File: src/shared/phv_pkg.sv
// Constants, register map and helpers for the PLL holdover and VCO calibration block.
// Assumes one 20 MHz clock and a byte-wide internal register port from the serial control port.
package phv_pkg;
    // Register offsets
    localparam logic [9:0] ADDR_LDCAL  = 10'h018;
    localparam logic [9:0] ADDR_LDPIN  = 10'h01a;
    localparam logic [9:0] ADDR_REFSEL = 10'h01c;
    localparam logic [9:0] ADDR_HOLD   = 10'h01d;
    localparam logic [9:0] ADDR_STAT   = 10'h01f;
    localparam logic [9:0] ADDR_VDIV   = 10'h1e0;
    localparam logic [9:0] ADDR_UPD    = 10'h232;
    localparam logic [7:0] REG_RESET   = 8'h00;
    localparam int         NUM_RW      = 6;

    // Field positions
    localparam int CAL_BIT      = 0;
    localparam int CALDIV_LSB   = 1;
    localparam int LKD_DIS_BIT  = 3;
    localparam int LKD_WIN_BIT  = 4;
    localparam int LDCNT_LSB    = 5;
    localparam int LDMODE_LSB   = 0;
    localparam int MON_EXT_BIT  = 6;
    localparam int REFBUF_LSB   = 1;
    localparam int REF_PREF_BIT = 3;
    localparam int REF_AUTO_BIT = 4;
    localparam int HOLD_EN_BIT  = 0;
    localparam int HOLD_EXT_BIT = 1;
    localparam int HOLD_CMP_BIT = 3;
    localparam int UPD_BIT      = 0;
    localparam int VDIV_LSB     = 0;

    localparam logic [5:0] LDMODE_CURSRC = 6'h04;

    // Lock detect counts per counter code
    localparam logic [7:0] LOCK_CNT_00 = 8'h05;
    localparam logic [7:0] LOCK_CNT_01 = 8'h10;
    localparam logic [7:0] LOCK_CNT_10 = 8'h40;
    localparam logic [7:0] LOCK_CNT_11 = 8'hff;

    // Calibration
    localparam logic [12:0] CAL_CYCLES = 13'h1130;
    localparam logic [4:0]  CAL_DIV_00 = 5'h02;
    localparam logic [4:0]  CAL_DIV_01 = 5'h04;
    localparam logic [4:0]  CAL_DIV_10 = 5'h08;
    localparam logic [4:0]  CAL_DIV_11 = 5'h10;

    // Frequency monitor window and thresholds (edges per window)
    localparam int         CLK_PERIOD_NS = 50;
    localparam int         MON_WINDOW_NS = 51200;
    localparam logic [10:0] MON_WINDOW_CYC = 11'(MON_WINDOW_NS / CLK_PERIOD_NS);
    localparam logic [7:0] MON_THR_NORMAL = 8'h10;
    localparam logic [7:0] MON_THR_EXT    = 8'h04;

    function automatic logic [7:0] phv_lock_need(input logic [1:0] code);
        unique case (code)
            2'h0: phv_lock_need = LOCK_CNT_00;
            2'h1: phv_lock_need = LOCK_CNT_01;
            2'h2: phv_lock_need = LOCK_CNT_10;
            default: phv_lock_need = LOCK_CNT_11;
        endcase
    endfunction : phv_lock_need

    function automatic logic [4:0] phv_cal_div(input logic [1:0] code);
        unique case (code)
            2'h0: phv_cal_div = CAL_DIV_00;
            2'h1: phv_cal_div = CAL_DIV_01;
            2'h2: phv_cal_div = CAL_DIV_10;
            default: phv_cal_div = CAL_DIV_11;
        endcase
    endfunction : phv_cal_div
endpackage : phv_pkg

File: src/shared/phv_cal_if.sv
// Handshake between the register/holdover logic and the VCO calibration sequencer.
// Assumes both ends run on the same clock.
`timescale 1ns/1ns
interface phv_cal_if;
    logic       start;
    logic [1:0] div_sel;
    logic       ref_edge;
    logic       busy;
    logic       done;
    logic       output_sync;
    logic       loop_open;
    modport ctrl (output start, output div_sel, output ref_edge,
                  input busy, input done, input output_sync, input loop_open);
    modport cal  (input start, input div_sel, input ref_edge,
                  output busy, output done, output output_sync, output loop_open);
endinterface : phv_cal_if

File: src/phv_cal_seq.sv
// VCO calibration sequencer, ticking on divided phase detector events.
// Assumes ref_edge is a one-cycle pulse per reference-path phase detector event.
`timescale 1ns/1ns
module phv_cal_seq (
    // Clock and reset
    input  wire logic clk,
    input  wire logic rst,
    // Control side
    phv_cal_if.cal    cal
);
    import phv_pkg::*;

    typedef enum logic [2:0] {
        CS_IDLE  = 3'b001,
        CS_CAL   = 3'b010,
        CS_CLOSE = 3'b100
    } phv_cal_st_t;

    phv_cal_st_t st_q, st_d;
    logic [4:0]  div_q, div_d;
    logic [12:0] tick_q, tick_d;
    logic        done_q, done_d;
    logic        tick;

    // A tick needs reference events, so calibration stalls without reference
    assign tick = cal.ref_edge && (div_q == phv_cal_div(cal.div_sel) - 5'h01);

    always_comb begin
        st_d   = st_q;
        div_d  = div_q;
        tick_d = tick_q;
        done_d = done_q;
        if (cal.ref_edge) begin
            div_d = tick ? 5'h00 : div_q + 5'h01;
        end
        unique case (st_q)
            CS_IDLE: begin
                if (cal.start) begin
                    st_d   = CS_CAL;
                    div_d  = 5'h00;
                    tick_d = 13'h0000;
                    done_d = 1'b0;
                end
            end
            CS_CAL: begin
                if (tick) begin
                    tick_d = tick_q + 13'h0001;
                    // Sync released one tick before the loop closes
                    if (tick_q == CAL_CYCLES - 13'h0002) begin
                        st_d = CS_CLOSE;
                    end
                end
            end
            CS_CLOSE: begin
                if (tick) begin
                    st_d   = CS_IDLE;
                    done_d = 1'b1;
                end
            end
        endcase
    end

    always_ff @(posedge clk) begin
        if (rst) begin
            st_q   <= CS_IDLE;
            div_q  <= 5'h00;
            tick_q <= 13'h0000;
            done_q <= 1'b0;
        end else begin
            st_q   <= st_d;
            div_q  <= div_d;
            tick_q <= tick_d;
            done_q <= done_d;
        end
    end

    assign cal.busy        = (st_q != CS_IDLE);
    assign cal.output_sync = (st_q == CS_CAL);
    assign cal.loop_open   = (st_q != CS_IDLE);
    assign cal.done        = done_q;

    // Checks
    logic [12:0] hlp_ticks_q;
    always_ff @(posedge clk) begin
        if (rst || cal.start) begin
            hlp_ticks_q <= 13'h0000;
        end else if (cal.busy && tick) begin
            hlp_ticks_q <= hlp_ticks_q + 13'h0001;
        end
    end
endmodule : phv_cal_seq

File: src/phv_pll_ctrl.sv
// PLL holdover, lock detect, frequency monitor and calibration control with its registers.
// Assumes phase detector and edge pulses come from logic on CLK; pin levels are asynchronous.
`timescale 1ns/1ns
module phv_pll_ctrl (
    // Clock and reset
    input  wire logic       CLK,
    input  wire logic       RST,
    // Register port from the serial control port
    input  wire logic       REG_WR,
    input  wire logic [9:0] REG_ADDR,
    input  wire logic [7:0] REG_WDATA,
    output logic      [7:0] REG_RDATA,
    // Phase detector events
    input  wire logic       PFD_REF_EDGE,
    input  wire logic       PFD_IN_WINDOW,
    input  wire logic       PFD_OVER_UNLOCK,
    input  wire logic       REF_PRESENT,
    // Pins
    input  wire logic       LOCK_DETECT_PIN,
    input  wire logic       SYNC_PIN_N,
    // Frequency monitor inputs
    input  wire logic       PRI_REF_EDGE,
    input  wire logic       SEC_REF_EDGE,
    input  wire logic       VCO_EDGE,
    input  wire logic       CLKIN_EDGE,
    input  wire logic       CLKIN_SEL,
    // Loop controls
    output logic            CP_HIGHZ,
    output logic            B_COUNTER_RESET,
    output logic            DIGITAL_LOCK_DETECT,
    output logic            LOCK_WIN_HIGH,
    output logic            OUTPUT_SYNC,
    output logic            PLL_LOOP_OPEN,
    // Lock pin and reference controls
    output logic      [5:0] LOCK_PIN_MODE,
    output logic            LOCK_PIN_CUR_SRC,
    output logic            REF_AUTO_SWITCH,
    output logic            REF_PREFER_SECONDARY,
    output logic      [1:0] REF_BUF_EN,
    output logic      [2:0] VCO_DIV_SEL
);
    import phv_pkg::*;

    typedef enum logic [3:0] {
        HS_LOCKED = 4'b0001,
        HS_AUTO   = 4'b0010,
        HS_MANUAL = 4'b0100,
        HS_REARM  = 4'b1000
    } phv_hold_st_t;

    function automatic logic [2:0] reg_index(input logic [9:0] addr);
        unique case (addr)
            ADDR_LDCAL:  reg_index = 3'h0;
            ADDR_LDPIN:  reg_index = 3'h1;
            ADDR_REFSEL: reg_index = 3'h2;
            ADDR_HOLD:   reg_index = 3'h3;
            ADDR_VDIV:   reg_index = 3'h4;
            default:     reg_index = 3'h7;
        endcase
    endfunction : reg_index

    function automatic logic [7:0] sat_inc(input logic [7:0] v, input logic en);
        sat_inc = (en && v != 8'hff) ? v + 8'h01 : v;
    endfunction : sat_inc

    // Register file: writes land in a shadow copy, update makes them active
    logic [7:0] shad_q [NUM_RW];
    logic [7:0] shad_d [NUM_RW];
    logic [7:0] act_q  [NUM_RW];
    logic [7:0] act_d  [NUM_RW];
    logic [7:0] rdata_q, rdata_d;
    logic       start_q, start_d;
    logic       upd;
    logic [2:0] widx;

    assign widx = reg_index(REG_ADDR);
    assign upd  = REG_WR && REG_ADDR == ADDR_UPD && REG_WDATA[UPD_BIT];

    always_comb begin
        shad_d = shad_q;
        act_d  = act_q;
        if (REG_WR && widx != 3'h7) begin
            shad_d[widx] = REG_WDATA;
        end
        if (upd) begin
            act_d = shad_q;
        end
        // Only a 0 to 1 change of the active cal bit starts a calibration
        start_d = upd && shad_q[0][CAL_BIT] && !act_q[0][CAL_BIT];
    end

    always_ff @(posedge CLK) begin
        if (RST) begin
            for (int i = 0; i < NUM_RW; i++) begin
                shad_q[i] <= REG_RESET;
                act_q[i]  <= REG_RESET;
            end
            start_q <= 1'b0;
        end else begin
            shad_q  <= shad_d;
            act_q   <= act_d;
            start_q <= start_d;
        end
    end

    logic [1:0] lock_code;
    logic       lkd_dis, hold_en, hold_ext, cmp_en, mon_ext;
    assign lock_code = act_q[0][LDCNT_LSB +: 2];
    assign lkd_dis   = act_q[0][LKD_DIS_BIT];
    assign mon_ext   = act_q[1][MON_EXT_BIT];
    assign hold_en   = act_q[3][HOLD_EN_BIT];
    assign hold_ext  = act_q[3][HOLD_EXT_BIT];
    assign cmp_en    = act_q[3][HOLD_CMP_BIT];

    assign LOCK_WIN_HIGH        = !act_q[0][LKD_WIN_BIT];
    assign LOCK_PIN_MODE        = act_q[1][LDMODE_LSB +: 6];
    assign LOCK_PIN_CUR_SRC     = LOCK_PIN_MODE == LDMODE_CURSRC;
    assign REF_AUTO_SWITCH      = act_q[2][REF_AUTO_BIT];
    assign REF_PREFER_SECONDARY = act_q[2][REF_PREF_BIT];
    assign REF_BUF_EN           = act_q[2][REFBUF_LSB +: 2];
    // Divider is passed through; keeping it non-static while calibrating is up to software
    assign VCO_DIV_SEL          = act_q[4][VDIV_LSB +: 3];

    // Pin synchronisers
    logic lp_m_q, lp_s_q, sy_m_q, sy_s_q, sy_p_q;
    always_ff @(posedge CLK) begin
        if (RST) begin
            lp_m_q <= 1'b0;
            lp_s_q <= 1'b0;
            sy_m_q <= 1'b1;
            sy_s_q <= 1'b1;
            sy_p_q <= 1'b1;
        end else begin
            lp_m_q <= LOCK_DETECT_PIN;
            lp_s_q <= lp_m_q;
            sy_m_q <= SYNC_PIN_N;
            sy_s_q <= sy_m_q;
            sy_p_q <= sy_s_q;
        end
    end

    logic lock_lvl, sync_fall;
    assign lock_lvl  = cmp_en ? lp_s_q : 1'b1;
    assign sync_fall = sy_p_q && !sy_s_q;

    // Digital lock detect
    logic [7:0] dcnt_q, dcnt_d;
    logic       lkd_q, lkd_d;
    always_comb begin
        dcnt_d = dcnt_q;
        lkd_d  = lkd_q;
        if (lkd_dis) begin
            dcnt_d = 8'h00;
            lkd_d  = 1'b0;
        end else if (PFD_REF_EDGE) begin
            if (lkd_q) begin
                if (PFD_OVER_UNLOCK) begin
                    lkd_d = 1'b0;
                end
            end else if (PFD_IN_WINDOW) begin
                if (dcnt_q + 8'h01 >= phv_lock_need(lock_code)) begin
                    lkd_d  = 1'b1;
                    dcnt_d = 8'h00;
                end else begin
                    dcnt_d = dcnt_q + 8'h01;
                end
            end else begin
                dcnt_d = 8'h00;
            end
        end
    end

    always_ff @(posedge CLK) begin
        if (RST) begin
            dcnt_q <= 8'h00;
            lkd_q  <= 1'b0;
        end else begin
            dcnt_q <= dcnt_d;
            lkd_q  <= lkd_d;
        end
    end
    assign DIGITAL_LOCK_DETECT = lkd_q;

    // Holdover: exit on a reference-path event (in manual mode only once the sync pin is high) or when holdover is disabled, which also covers switchover
    phv_hold_st_t hst_q, hst_d;
    logic         hiz_q, hiz_d, brst_q, brst_d;
    logic         ref_evt;
    assign ref_evt = PFD_REF_EDGE && REF_PRESENT;

    always_comb begin
        hst_d  = hst_q;
        brst_d = 1'b0;
        unique case (hst_q)
            HS_LOCKED: begin
                if (hold_en && hold_ext && sync_fall) begin
                    hst_d = HS_MANUAL;
                end else if (hold_en && !hold_ext && !lock_lvl) begin
                    hst_d = HS_AUTO;
                end
            end
            HS_AUTO: begin
                if (ref_evt) begin
                    hst_d  = HS_REARM;
                    brst_d = 1'b1;
                end
            end
            HS_MANUAL: begin
                if (ref_evt && sy_s_q) begin
                    hst_d  = HS_LOCKED;
                    brst_d = 1'b1;
                end
            end
            HS_REARM: begin
                if (lock_lvl) begin
                    hst_d = HS_LOCKED;
                end
            end
        endcase
        if (!hold_en) begin
            hst_d  = HS_LOCKED;
            brst_d = 1'b0;
        end
        hiz_d = (hst_d == HS_AUTO) || (hst_d == HS_MANUAL);
    end

    always_ff @(posedge CLK) begin
        if (RST) begin
            hst_q  <= HS_LOCKED;
            hiz_q  <= 1'b0;
            brst_q <= 1'b0;
        end else begin
            hst_q  <= hst_d;
            hiz_q  <= hiz_d;
            brst_q <= brst_d;
        end
    end
    assign CP_HIGHZ        = hiz_q;
    assign B_COUNTER_RESET = brst_q;

    // Frequency monitors: count edges per window, flag when below threshold
    logic [10:0] win_q, win_d;
    logic [7:0]  mcnt_q [3];
    logic [7:0]  mcnt_d [3];
    logic [2:0]  low_q, low_d;
    logic [7:0]  ref_thr;
    logic        vco_src;
    assign vco_src = CLKIN_SEL ? CLKIN_EDGE : VCO_EDGE;
    assign ref_thr = mon_ext ? MON_THR_EXT : MON_THR_NORMAL;

    always_comb begin
        win_d     = win_q + 11'h001;
        low_d     = low_q;
        mcnt_d[0] = sat_inc(mcnt_q[0], PRI_REF_EDGE);
        mcnt_d[1] = sat_inc(mcnt_q[1], SEC_REF_EDGE);
        mcnt_d[2] = sat_inc(mcnt_q[2], vco_src);
        if (win_q == MON_WINDOW_CYC - 11'h001) begin
            win_d    = 11'h000;
            low_d[0] = mcnt_q[0] < ref_thr;
            low_d[1] = mcnt_q[1] < ref_thr;
            low_d[2] = mcnt_q[2] < MON_THR_NORMAL;
            for (int i = 0; i < 3; i++) begin
                mcnt_d[i] = 8'h00;
            end
        end
    end

    always_ff @(posedge CLK) begin
        if (RST) begin
            win_q <= 11'h000;
            low_q <= 3'h0;
            for (int i = 0; i < 3; i++) begin
                mcnt_q[i] <= 8'h00;
            end
        end else begin
            win_q  <= win_d;
            low_q  <= low_d;
            mcnt_q <= mcnt_d;
        end
    end

    // Calibration sequencer
    phv_cal_if cif ();
    assign cif.start    = start_q;
    assign cif.div_sel  = act_q[0][CALDIV_LSB +: 2];
    assign cif.ref_edge = ref_evt;

    phv_cal_seq u_cal (
        .clk (CLK),
        .rst (RST),
        .cal (cif.cal)
    );
    assign OUTPUT_SYNC   = cif.output_sync;
    assign PLL_LOOP_OPEN = cif.loop_open;

    // Read data
    always_comb begin
        rdata_d = REG_RESET;
        if (REG_ADDR == ADDR_STAT) begin
            rdata_d = {1'b0, cif.done, lock_lvl, hiz_q, low_q, lkd_q};
        end else if (reg_index(REG_ADDR) != 3'h7) begin
            rdata_d = shad_q[reg_index(REG_ADDR)];
        end
    end

    always_ff @(posedge CLK) begin
        if (RST) begin
            rdata_q <= REG_RESET;
        end else begin
            rdata_q <= rdata_d;
        end
    end
    assign REG_RDATA = rdata_q;
endmodule : phv_pll_ctrl

File: config.mk
export PLATFORM = sky130hd
export DESIGN_NAME = phv_pll_ctrl
export DESIGN_NICKNAME = d
export VERILOG_FILES = /design/src/shared/phv_pkg.sv /design/src/shared/phv_cal_if.sv /design/src/phv_cal_seq.sv /design/src/phv_pll_ctrl.sv
export SDC_FILE = /design/constraint.sdc
export NUM_CORES = 1
export LEC_CHECK = 0
export ABC_AREA = 1
export BUFFER_PORTS_ARGS = -buffer_cell sky130_fd_sc_hd__buf_4
export CELL_PAD_IN_SITES_DETAIL_PLACEMENT = 1
export CELL_PAD_IN_SITES_GLOBAL_PLACEMENT = 1
export CORE_MARGIN = 2
export CORE_UTILIZATION = 44
export DETAILED_ROUTE_END_ITERATION = 8
export PLACE_DENSITY_LB_ADDON = 0.1
export SLEW_MARGIN = 5
export SYNTH_ARGS = -nofsm -noshare
export SYNTH_HDL_FRONTEND = slang
export SYNTH_SLANG_ARGS = --single-unit
File: constraint.sdc
create_clock -name CLK -period 2.34 [get_ports CLK]
set_input_delay 0.234 -clock CLK [delete_from_list [all_inputs] [get_ports CLK]]
set_output_delay 0.234 -clock CLK [all_outputs]
set_load 0.01 [all_outputs]
==> run summary, run 1 <==
die area - 18,400 um^2
Initial Util - 0.447
area grow syn2layout - 16.3%
Int Pwr - 4730 uW
crit path capture - dcnt_q[6]
GR Overflow Total - 0
ant diodes - 0
CTS buffer count - 17
vias per inst - 5.24
crit path max fanout - 8
Worst Hold Launch - LOCK_DETECT_PIN
post-synth top area share - 0.419
reg2reg start - dcnt_q[2]
R2R depth - 14
asr flop ratio synth - 0
routed vias - 6,812
warning count from the yosys run - 0
Startpoint Class - register
Comb pwr share - 0.046
pwr/cell area - 682 nW/um^2
Clk pin slew, worst setup/hold paths - 0.06 ns
Clock Sinks - 160
Routed Antenna Nets - 0
Flop pwr share - 0.457
minimum clock period - 2.20 ns
mapped cell area - 7640 um^2
Reg2Reg Setup Slack - 0.14 ns
filler instances - 2,178
area of the multi-input gates - 3720 um^2
LEAKAGE - 0.00370 uW
vias in the first global route - 6,944
Critical Path Start - dcnt_q[2]
Final Slew Violations - 0
Unique masters post-synth - 51
arrival time at the worst endpoint - 2.52 ns
CTS tree - done
Core Area - 17,100 um^2
dpl cell area - 8190 um^2
proportion of power drawn by the clock network - 0.497
WL per Instance - 15.6 um
DR pass1 iterations - 4
worst-margin pin slew - 0.583 ns
Mapped Nets - 1,064
largest net degree at the start of global routing - 50
post-route setup TNS - 0 ns
Main synth FF type - dfxtp_1
Worst Hold Class - in2reg
antenna violations before repair - 0
first-pass GRT wire length - 33,900 um
Max Fclk - 454 MHz
1st-iter DRT viols - 286
gpl congestion - 0.781
Tot Pwr - 6060 uW
Final Util - 0.519
hold slack - 0.0154 ns
H-tree levels - 4
endpoints failing setup - 0
top cells by area, synth - dfxtp_1 42%, nand2_1 7.3%, nor2_1 5.9%
clk buf depth - 2
placed wire-length estimate - 14,000 um
#FFs+latches synth - 160
final hold vios - 0
Die Span X - 136 um
post-synthesis sequential area ratio - 0.419
VDD IR-drop max - 675 uV
IO Count - 60
Cells after Synth - 1,011
Crit path max-delay family - simple AND/OR/NAND/NOR gates
Crit Path Class - reg2reg
RSZ-0062 raised after global routing - true
Clock Skew - 0.00712 ns
Critical Path Max Stage Delay - 0.36 ns
Yosys top cell by area - dfxtp_1
row count - 48
PortBufs - 59
syn_area_per_cell - 7.56 um^2
# DRC - 0
gr usage total - 0.231
Clk Latency, worst-skew pair - 0.43 ns
Psw - 1340 uW
slowest CP cell - dfxtp_2
clk root buf - clkbuf_16
final instance area - 8890 um^2
slew margin rel. - 0.611
Reg2Reg Capture Point - dcnt_q[6]
switching share of power - 0.220
Req. time, crit path - 2.65 ns
critical path, cell by cell - nand2_1, nor2_2, nand3_2, nand3b_1, xor2_1, inv_1, ha_4, nand2_1, nor2_2, nand4_1, nand3_2, inv_4, a32oi_1, nor2_1
Die Y - 136 um
Levels on crit path - 14
# nets final - 1,115
layout cells sized above 1 - 0.160
number of buffers and inverters on the critical path - 2
outcome - finished clean
Final period util - 0.942
Crit. End Element - register
WL final - 20,300 um
number of flops mapped to enable cells by yosys - 0
Max Cap Viol - 0
Sequential Area - 3210 um^2
## cells in the mapped netlist, types with 3 or more instances
cell,count
inv_2,8
a21oi_2,5
nand2_2,8
a211oi_1,19
a31oi_1,3
nand4_1,14
nand3_2,5
ha_1,21
xnor2_1,6
o21ai_2,4
nand2_4,3
nand3b_1,3
nor2_1,120
nand3_1,75
nor2_8,3
nand2_1,148
buf_6,4
or2_2,11
nor3_1,26
o21ai_0,64
inv_1,116
buf_2,8
clkinv_1,4
nor2_2,3
clkbuf_1,13
xor2_1,22
a21oi_1,86
dfxtp_1,160
buf_4,15
o21ai_1,5
## power groups by stage
stage	clock, uW	sequential (uW)	combinational, uW
finish	3010	2770	281
global route	3160	2770	316
CTS	3050	2770	282
detailed placement	0	2830	276
global placement	0	2830	271
floorplan	0	2830	161
## worst min-delay path by stage
stage / endpoint / slack [ns] / cells after the start
2_1_floorplan: sy_m_q / 0.34 / 1
3_3_place_gp: cif.start / 0.40 / 1
3_5_place_dp: cif.start / 0.41 / 1
4_1_cts: lp_m_q / 0.01 / 3
5_1_grt: lp_m_q / 0.03 / 3
6_report: lp_m_q / 0.02 / 3
## what timing repair did
item	4_1_cts	5_1_grt
resized for setup	4	7
endpoints found under the hold margin	1	0
endpoints found under the setup margin	8	12
pin swaps	0	5
setup buffers	0	2
hold buffers	1	0
## cell usage in the layout, fill, tap and decap left out, types with 4 or more instances in the layout
master,synthesis,layout
nand2_1,148,147
nand2_2,8,9
bufinv_16,0,4
nand3_1,75,73
dfxtp_1,160,158
nand4_1,14,14
inv_2,8,8
nand3_2,5,7
nor3_1,26,26
xnor2_1,6,5
buf_4,15,72
xor2_1,22,22
o21ai_1,5,5
ha_1,21,20
clkinv_1,4,4
nor2_2,3,5
a21oi_2,5,5
o21ai_0,64,64
or2_2,11,11
a211oi_1,19,19
a21oi_1,86,86
nor2_1,120,118
o21ai_2,4,4
clkbuf_16,0,17
inv_1,116,115
## state kept, by name (all words and copies together) (netlist names), 2 cells and up
signal	flops
REG_RDATA	8
u_cal.div_q	5
act_q	11
low_q	3
VCO_DIV_SEL	3
mcnt_q	24
win_q	11
hst_q	4
REF_BUF_EN	2
LOCK_PIN_MODE	6
shad_q	47
u_cal.st_q	3
u_cal.tick_q	13
dcnt_q	8
## cells by family (layout without fill, tap and decap cells)
family / count (synthesis) / in the layout / synth area share
AO/OA/AOI/OAI: 199 / 199 / 0.146
XOR/XNOR: 28 / 28 / 0.0321
adder cells (fa/ha/maj): 21 / 21 / 0.0344
buffers and inverters: 171 / 235 / 0.0990
flip-flops: 160 / 160 / 0.419
AND/OR/NAND/NOR: 432 / 432 / 0.269
## layout make-up
cell class	instances	area share
clock buffers	23	0.0538
inverters	130	0.0560
clock inverters	9	0.0173
repair buffers	73	0.0619
well taps	225	0.0317
flip-flops and latches	160	0.361
multi-input cells	680	0.419
## worst reg2reg max path, cell delays in order (launching register included)
cell      delay (ns)
dfxtp_2         0.36
nand2_1         0.07
nor2_2          0.16
nand3_2         0.10
nand3b_1        0.18
xor2_1          0.14
inv_1           0.10
ha_4            0.27
nand2_1         0.07
nor2_2          0.10
nand4_1         0.11
nand3_2         0.11
inv_4           0.07
a32oi_1         0.19
nor2_1          0.05
## layer usage
metal / up-vias / track usage / wire [um]
met2: 84 / 0.389 / 9760
li1: 3417 / - / -
met1: 3295 / 0.302 / 9720
met4: 0 / 0.0677 / 251
met3: 16 / 0.0438 / 529
met5: - / 0 / 0
## stage by stage
step	instances	setup WS, ns
after floorplan	1011	0.234
after global placement	1265	0.0427
after detailed placement	1265	-0.117
after CTS	1298	0.0341
after global routing	1300	-0.0940
final	1300	0.137
(Power assumes the default switching activity.)
==> run 2: changes to the inputs <==
--- a/config.mk
+++ b/config.mk
@@ -6,13 +6,14 @@
 export NUM_CORES = 1
 export LEC_CHECK = 0
 export ABC_AREA = 1
-export BUFFER_PORTS_ARGS = -buffer_cell sky130_fd_sc_hd__buf_4
 export CELL_PAD_IN_SITES_DETAIL_PLACEMENT = 1
 export CELL_PAD_IN_SITES_GLOBAL_PLACEMENT = 1
 export CORE_MARGIN = 2
-export CORE_UTILIZATION = 44
+export CORE_UTILIZATION = 40
 export DETAILED_ROUTE_END_ITERATION = 8
+export DONT_BUFFER_PORTS = 1
 export PLACE_DENSITY_LB_ADDON = 0.1
+export RECOVER_POWER = 100
 export SLEW_MARGIN = 5
 export SYNTH_ARGS = -nofsm -noshare
 export SYNTH_HDL_FRONTEND = slang
==> run 2 against run 1 <==
Effect of this change:
- final cell count decreased by 3.2%
- via count decreased by 4.4%
- power decreased by 2.9%
- worst hold slack improved by 0.0095 ns
- cell area decreased by 5.0%
- global-route usage decreased by 2.6 points
- register-to-register slack about the same
- utilization decreased by 6.8 points
- critical path depth unchanged
- clock power decreased by 4%
- die area increased by 9.7%
==> run summary, run 2 (synthesis gave the netlist of run 1 again) <==
outcome - finished clean
Clock Sinks - 160
Req. time, crit path - 2.65 ns
largest net degree at the start of global routing - 50
VDD IR-drop max - 482 uV
Max Fclk - 456 MHz
CTS buffer count - 17
slew margin rel. - 0.454
# nets final - 1,064
Crit. End Element - register
Post-Layout Cell Count - 1,258
most common cell after layout, fill and taps aside - dfxtp_1
Die Span X - 142 um
first-pass GRT wire length - 33,200 um
Most flops, register - shad_q
final hold vios - 0
Core Area - 18,700 um^2
CTS tree - done
Crit Path Class - reg2reg
1st-iter DRT viols - 236
R2R depth - 14
antenna violations before repair - 0
# placed instances - 1,214
LEAKAGE - 0.00336 uW
routed vias - 6,515
Hold Path Cell Cnt - 3
# DRC - 0
endpoints failing setup - 0
arrival time at the worst endpoint - 2.51 ns
Initial Util - 0.409
layout cells sized above 1 - 0.0928
Largest regs - shad_q: 47 flops, mcnt_q: 24 flops, u_cal.tick_q: 13 flops
WL final - 19,500 um
WL per Instance - 15.5 um
GR Overflow Total - 0
Final period util - 0.937
post-route setup TNS - 0 ns
Die Y - 142 um
die area - 20,200 um^2
max reg flops - 47
PortBufs - 0
area grow syn2layout - 10.5%
Routed Antenna Nets - 0
placed wire-length estimate - 13,700 um
gpl congestion - 0.793
H-tree levels - 4
Clk pin slew, worst setup/hold paths - 0.06 ns
Clock Skew - 0.00666 ns
vias in the first global route - 6,650
pwr/cell area - 697 nW/um^2
row count - 50
DR pass1 iterations - 4
Max Cap Viol - 0
worst-margin pin slew - 0.818 ns
vias per inst - 5.18
crit path max fanout - 8
clk buf depth - 2
clk root buf - clkbuf_16
Final Slew Violations - 0
Clk Latency, worst-skew pair - 0.44 ns
Tot Pwr - 5890 uW
ant diodes - 0
gr usage total - 0.205
minimum clock period - 2.19 ns
IO Count - 60
commonest cells after routing, fill and taps aside - 158 x dfxtp_1, 152 x nand2_1, 120 x inv_1
Startpoint Class - register
Worst Hold Class - in2reg
==> run 2: cell types whose count changed in the layout (fill, tap and decap cells not counted), moves of 3 or more <==
cell	delta
o21ai_0	+5
inv_2	-4
dlygate4sd3_1	+9
nand2_1	+5
buf_4	-66
inv_1	+5
o21ai_1	-4
clkbuf_1	+3
==> run 2: cell type report <==
type	instances	area (um^2)
Fill cell	2353	10300
Multi-Input combinational cell	680	3640
Sequential cell	160	3210
Inverter	130	493
Clock buffer	23	478
Tap cell	234	293
Timing Repair Buffer	22	209
Clock inverter	9	131
==> run 2: metal layers <==
layer,up-vias,wire length (um),GRT usage,part of all wire
met5,-,0,0,0
met4,0,172,0.0521,0.0088
met3,18,790,0.0448,0.041
met2,97,8890,0.333,0.46
met1,3099,9610,0.277,0.49
li1,3301,-,-,-
==> run 2: metrics by stage <==
stage / hold WS, ns / utilization / cell area [um^2] / setup slack, ns
after global placement: 0.310 / 0.415 / 7760 / 0.00232
after global routing: 0.0285 / 0.452 / 8450 / -0.0353
final: 0.0249 / 0.452 / 8450 / 0.148
after detailed placement: 0.313 / 0.415 / 7760 / -0.0895
after floorplan: 0.338 / - / 7640 / 0.234
after CTS: 0.00429 / 0.455 / 8500 / 0.00358
==> run 2: path summary, 6_finish.rpt <==
check                         to          from  slack (ns)
max                    dcnt_q[6]     dcnt_q[1]        0.15
min reg2reg               lp_s_q        lp_m_q        0.41
max reg2reg            dcnt_q[6]     dcnt_q[1]        0.15
min          DIGITAL_LOCK_DETECT  PFD_REF_EDGE        0.02
==> run 2: critical path: stages, from the launching register on <==
cell,delay (ns)
dfxtp_2,0.34
nand2_1,0.07
nor2_2,0.17
nand3_2,0.10
nand3b_1,0.18
xor2_1,0.17
inv_2,0.08
ha_4,0.26
nand2_1,0.07
nor2_2,0.11
nand4_1,0.11
nand3_2,0.10
inv_4,0.07
a32oi_1,0.19
nor2_1,0.05
==> run 2: what timing repair did <==
item                       in CTS  in global routing
hold endpoints to repair       50                  0
hold buffers                   11                  0
setup endpoints to repair       8                  9
gates cloned                    0                  0
resized for setup               2                 11
pin swaps                       0                  6
setup buffers                   0                  1
==> run 2: where the power goes <==
group / internal [uW] / total, uW / switching [uW]
clock: 1760 / 2890 / 1130
sequential: 2750 / 2770 / 18.8
combinational: 76.1 / 229 / 153
==> run 3: changes to the inputs <==
--- a/config.mk
+++ b/config.mk
@@ -8,12 +8,13 @@
 export ABC_AREA = 1
 export CELL_PAD_IN_SITES_DETAIL_PLACEMENT = 1
 export CELL_PAD_IN_SITES_GLOBAL_PLACEMENT = 1
-export CORE_MARGIN = 2
+export CORE_MARGIN = 1
 export CORE_UTILIZATION = 40
 export DETAILED_ROUTE_END_ITERATION = 8
 export DONT_BUFFER_PORTS = 1
 export PLACE_DENSITY_LB_ADDON = 0.1
 export RECOVER_POWER = 100
+export REMOVE_ABC_BUFFERS = 1
 export SLEW_MARGIN = 5
 export SYNTH_ARGS = -nofsm -noshare
 export SYNTH_HDL_FRONTEND = slang
==> run 3 against run 2 <==
Effect of this change:
- sequential power about the same
- cell area fell by 0.10%
- largest cell class unchanged
- clock power fell by 6%
- maximum frequency shrank 1.5%
- worst hold slack lost 0.00076 ns
- sequential share of layout area is essentially flat
- non-clock buffer count increased by 6
- critical path depth shrank 1
- global-route usage is 1.0 points higher
- setup slack got worse by 0.034 ns
- first-iteration DRC count grew 7.2%
==> run summary, run 3 (synthesis gave the netlist of run 1 again) <==
crit path max fanout - 8
post-route setup TNS - 0 ns
Final period util - 0.951
WL per Instance - 15.8 um
DR pass1 iterations - 4
CTS tree - done
endpoints failing setup - 0
slew margin rel. - 0.383
CTS buffer count - 17
# nets final - 1,070
minimum clock period - 2.23 ns
Int Pwr - 4320 uW
Flop pwr share - 0.483
H-tree levels - 4
Clk pin slew, worst setup/hold paths - 0.07 ns
proportion of power drawn by the clock network - 0.476
switching share of power - 0.246
busiest grt layer - met2
layout cells sized above 1 - 0.0990
met1 usage - 0.278
Psw - 1410 uW
gr usage total - 0.216
Comb pwr share - 0.040
Worst Hold Class - in2reg
Req. time, crit path - 2.69 ns
max reg flops - 47
routed vias - 6,487
Startpoint Class - register
first-pass GRT wire length - 33,500 um
number of buffers and inverters on the critical path - 2
Clk Latency, worst-skew pair - 0.43 ns
1st-iter DRT viols - 253
placed wire-length estimate - 13,900 um
IO Count - 60
Routed Antenna Nets - 0
Clock Skew - 0.0102 ns
row count - 50
pwr/cell area - 679 nW/um^2
antenna violations before repair - 0
grt met2 use - 0.361
PortBufs - 0
vias in the first global route - 6,737
ant diodes - 0
vias per inst - 5.13
clk root buf - clkbuf_16
Final Slew Violations - 0
WL final - 20,000 um
commonest cells after routing, fill and taps aside - 158 x dfxtp_1, 149 x nand2_1, 119 x inv_1
worst-margin pin slew - 0.924 ns
arrival time at the worst endpoint - 2.57 ns
die area - 19,700 um^2
largest net degree at the start of global routing - 50
Largest regs - shad_q: 47 flops, mcnt_q: 24 flops, u_cal.tick_q: 13 flops
gpl congestion - 0.827
Crit Path Class - reg2reg
Max Cap Viol - 0
Critical Path Max Stage Delay - 0.34 ns
# placed instances - 1,220
GR Overflow Total - 0
GR Util met3 - 0.0414
slowest CP cell - dfxtp_2
Die Span X - 140 um
Post-Layout Cell Count - 1,264
Initial Util - 0.409
Most flops, register - shad_q
critical path, cell by cell - nand2_1, nor2_2, nand3_2, nand3b_1, xor2_1, inv_1, ha_4, a21oi_1, o21a_1, nand3_2, inv_4, nand3_1, a21oi_1
Die Y - 140 um
final hold vios - 0
area grow syn2layout - 10.4%
Crit. End Element - register
LEAKAGE - 0.00335 uW
Core Area - 18,700 um^2
clk buf depth - 2
area of the multi-input gates - 3640 um^2
filler instances - 2,349
Sequential Area - 3210 um^2
Clock Sinks - 160
most common cell after layout, fill and taps aside - dfxtp_1
Crit path max-delay family - simple AND/OR/NAND/NOR gates
Max Fclk - 449 MHz
outcome - finished clean
# DRC - 0
VDD IR-drop max - 471 uV
[run 3: changes by cell type in the layout (fill, tap and decap cells not counted), moves of 3 or more]
cell / change
inv_6: +5
buf_4: +4
clkbuf_8: -3
nand2_1: -3
[run 3: cell type report]
type,instances,share of cell area
multi-input combinational,680,0.431
timing repair buffer,28,0.0271
sequential,160,0.380
tap,234,0.0347
inverter,130,0.0590
clock inverter,15,0.0176
clock buffer,17,0.0504
[run 3: power groups by stage]
| stage | sequential [uW] | combinational (uW) | clock (uW) |
|---|---|---|---|
| finish | 2770 | 231 | 2730 |
| detailed placement | 2830 | 202 | 0 |
| CTS | 2770 | 239 | 2800 |
| floorplan | 2830 | 144 | 0 |
| global placement | 2830 | 197 | 0 |
| global route | 2770 | 264 | 2930 |
[run 3: worst paths after layout]
kind	start	end	slack, ns	depth (start not counted)
hold reg to reg	lp_m_q	lp_s_q	0.41	2
setup / recovery	dcnt_q[1]	dcnt_q[7]	0.11	13
hold / removal	REG_WDATA[7]	shad_q[47]	0.02	2
setup reg to reg	dcnt_q[1]	dcnt_q[7]	0.11	13
[run 3: through the flow]
stage / hold slack [ns] / utilization / total power, uW / worst slack, ns / area, um^2
3_3_place_gp: 0.316 / 0.417 / 3030 / 0.0207 / 7790
6_report: 0.0242 / 0.451 / 5730 / 0.114 / 8440
2_1_floorplan: 0.303 / - / 2970 / 0.0909 / 7380
5_1_grt: 0.0224 / 0.451 / 5960 / -0.00811 / 8440
4_1_cts: 0.00281 / 0.454 / 5810 / 0.0305 / 8500
3_5_place_dp: 0.318 / 0.417 / 3030 / -0.0324 / 7790
[run 3: repair_timing]
item	in CTS	in global routing
setup buffers	0	1
hold endpoints to repair	49	0
endpoints found under the setup margin	8	8
pin swaps	1	7
gates resized for setup	3	9
hold buffers	11	0
[run 3: metal layers]
layer | wire (um) | part of all wire | vias to the layer above
met3 | 522 | 0.026 | 19
met4 | 330 | 0.016 | 0
met2 | 9400 | 0.47 | 74
li1 | - | - | 3332
met5 | 0 | 0 | -
met1 | 9780 | 0.49 | 3062
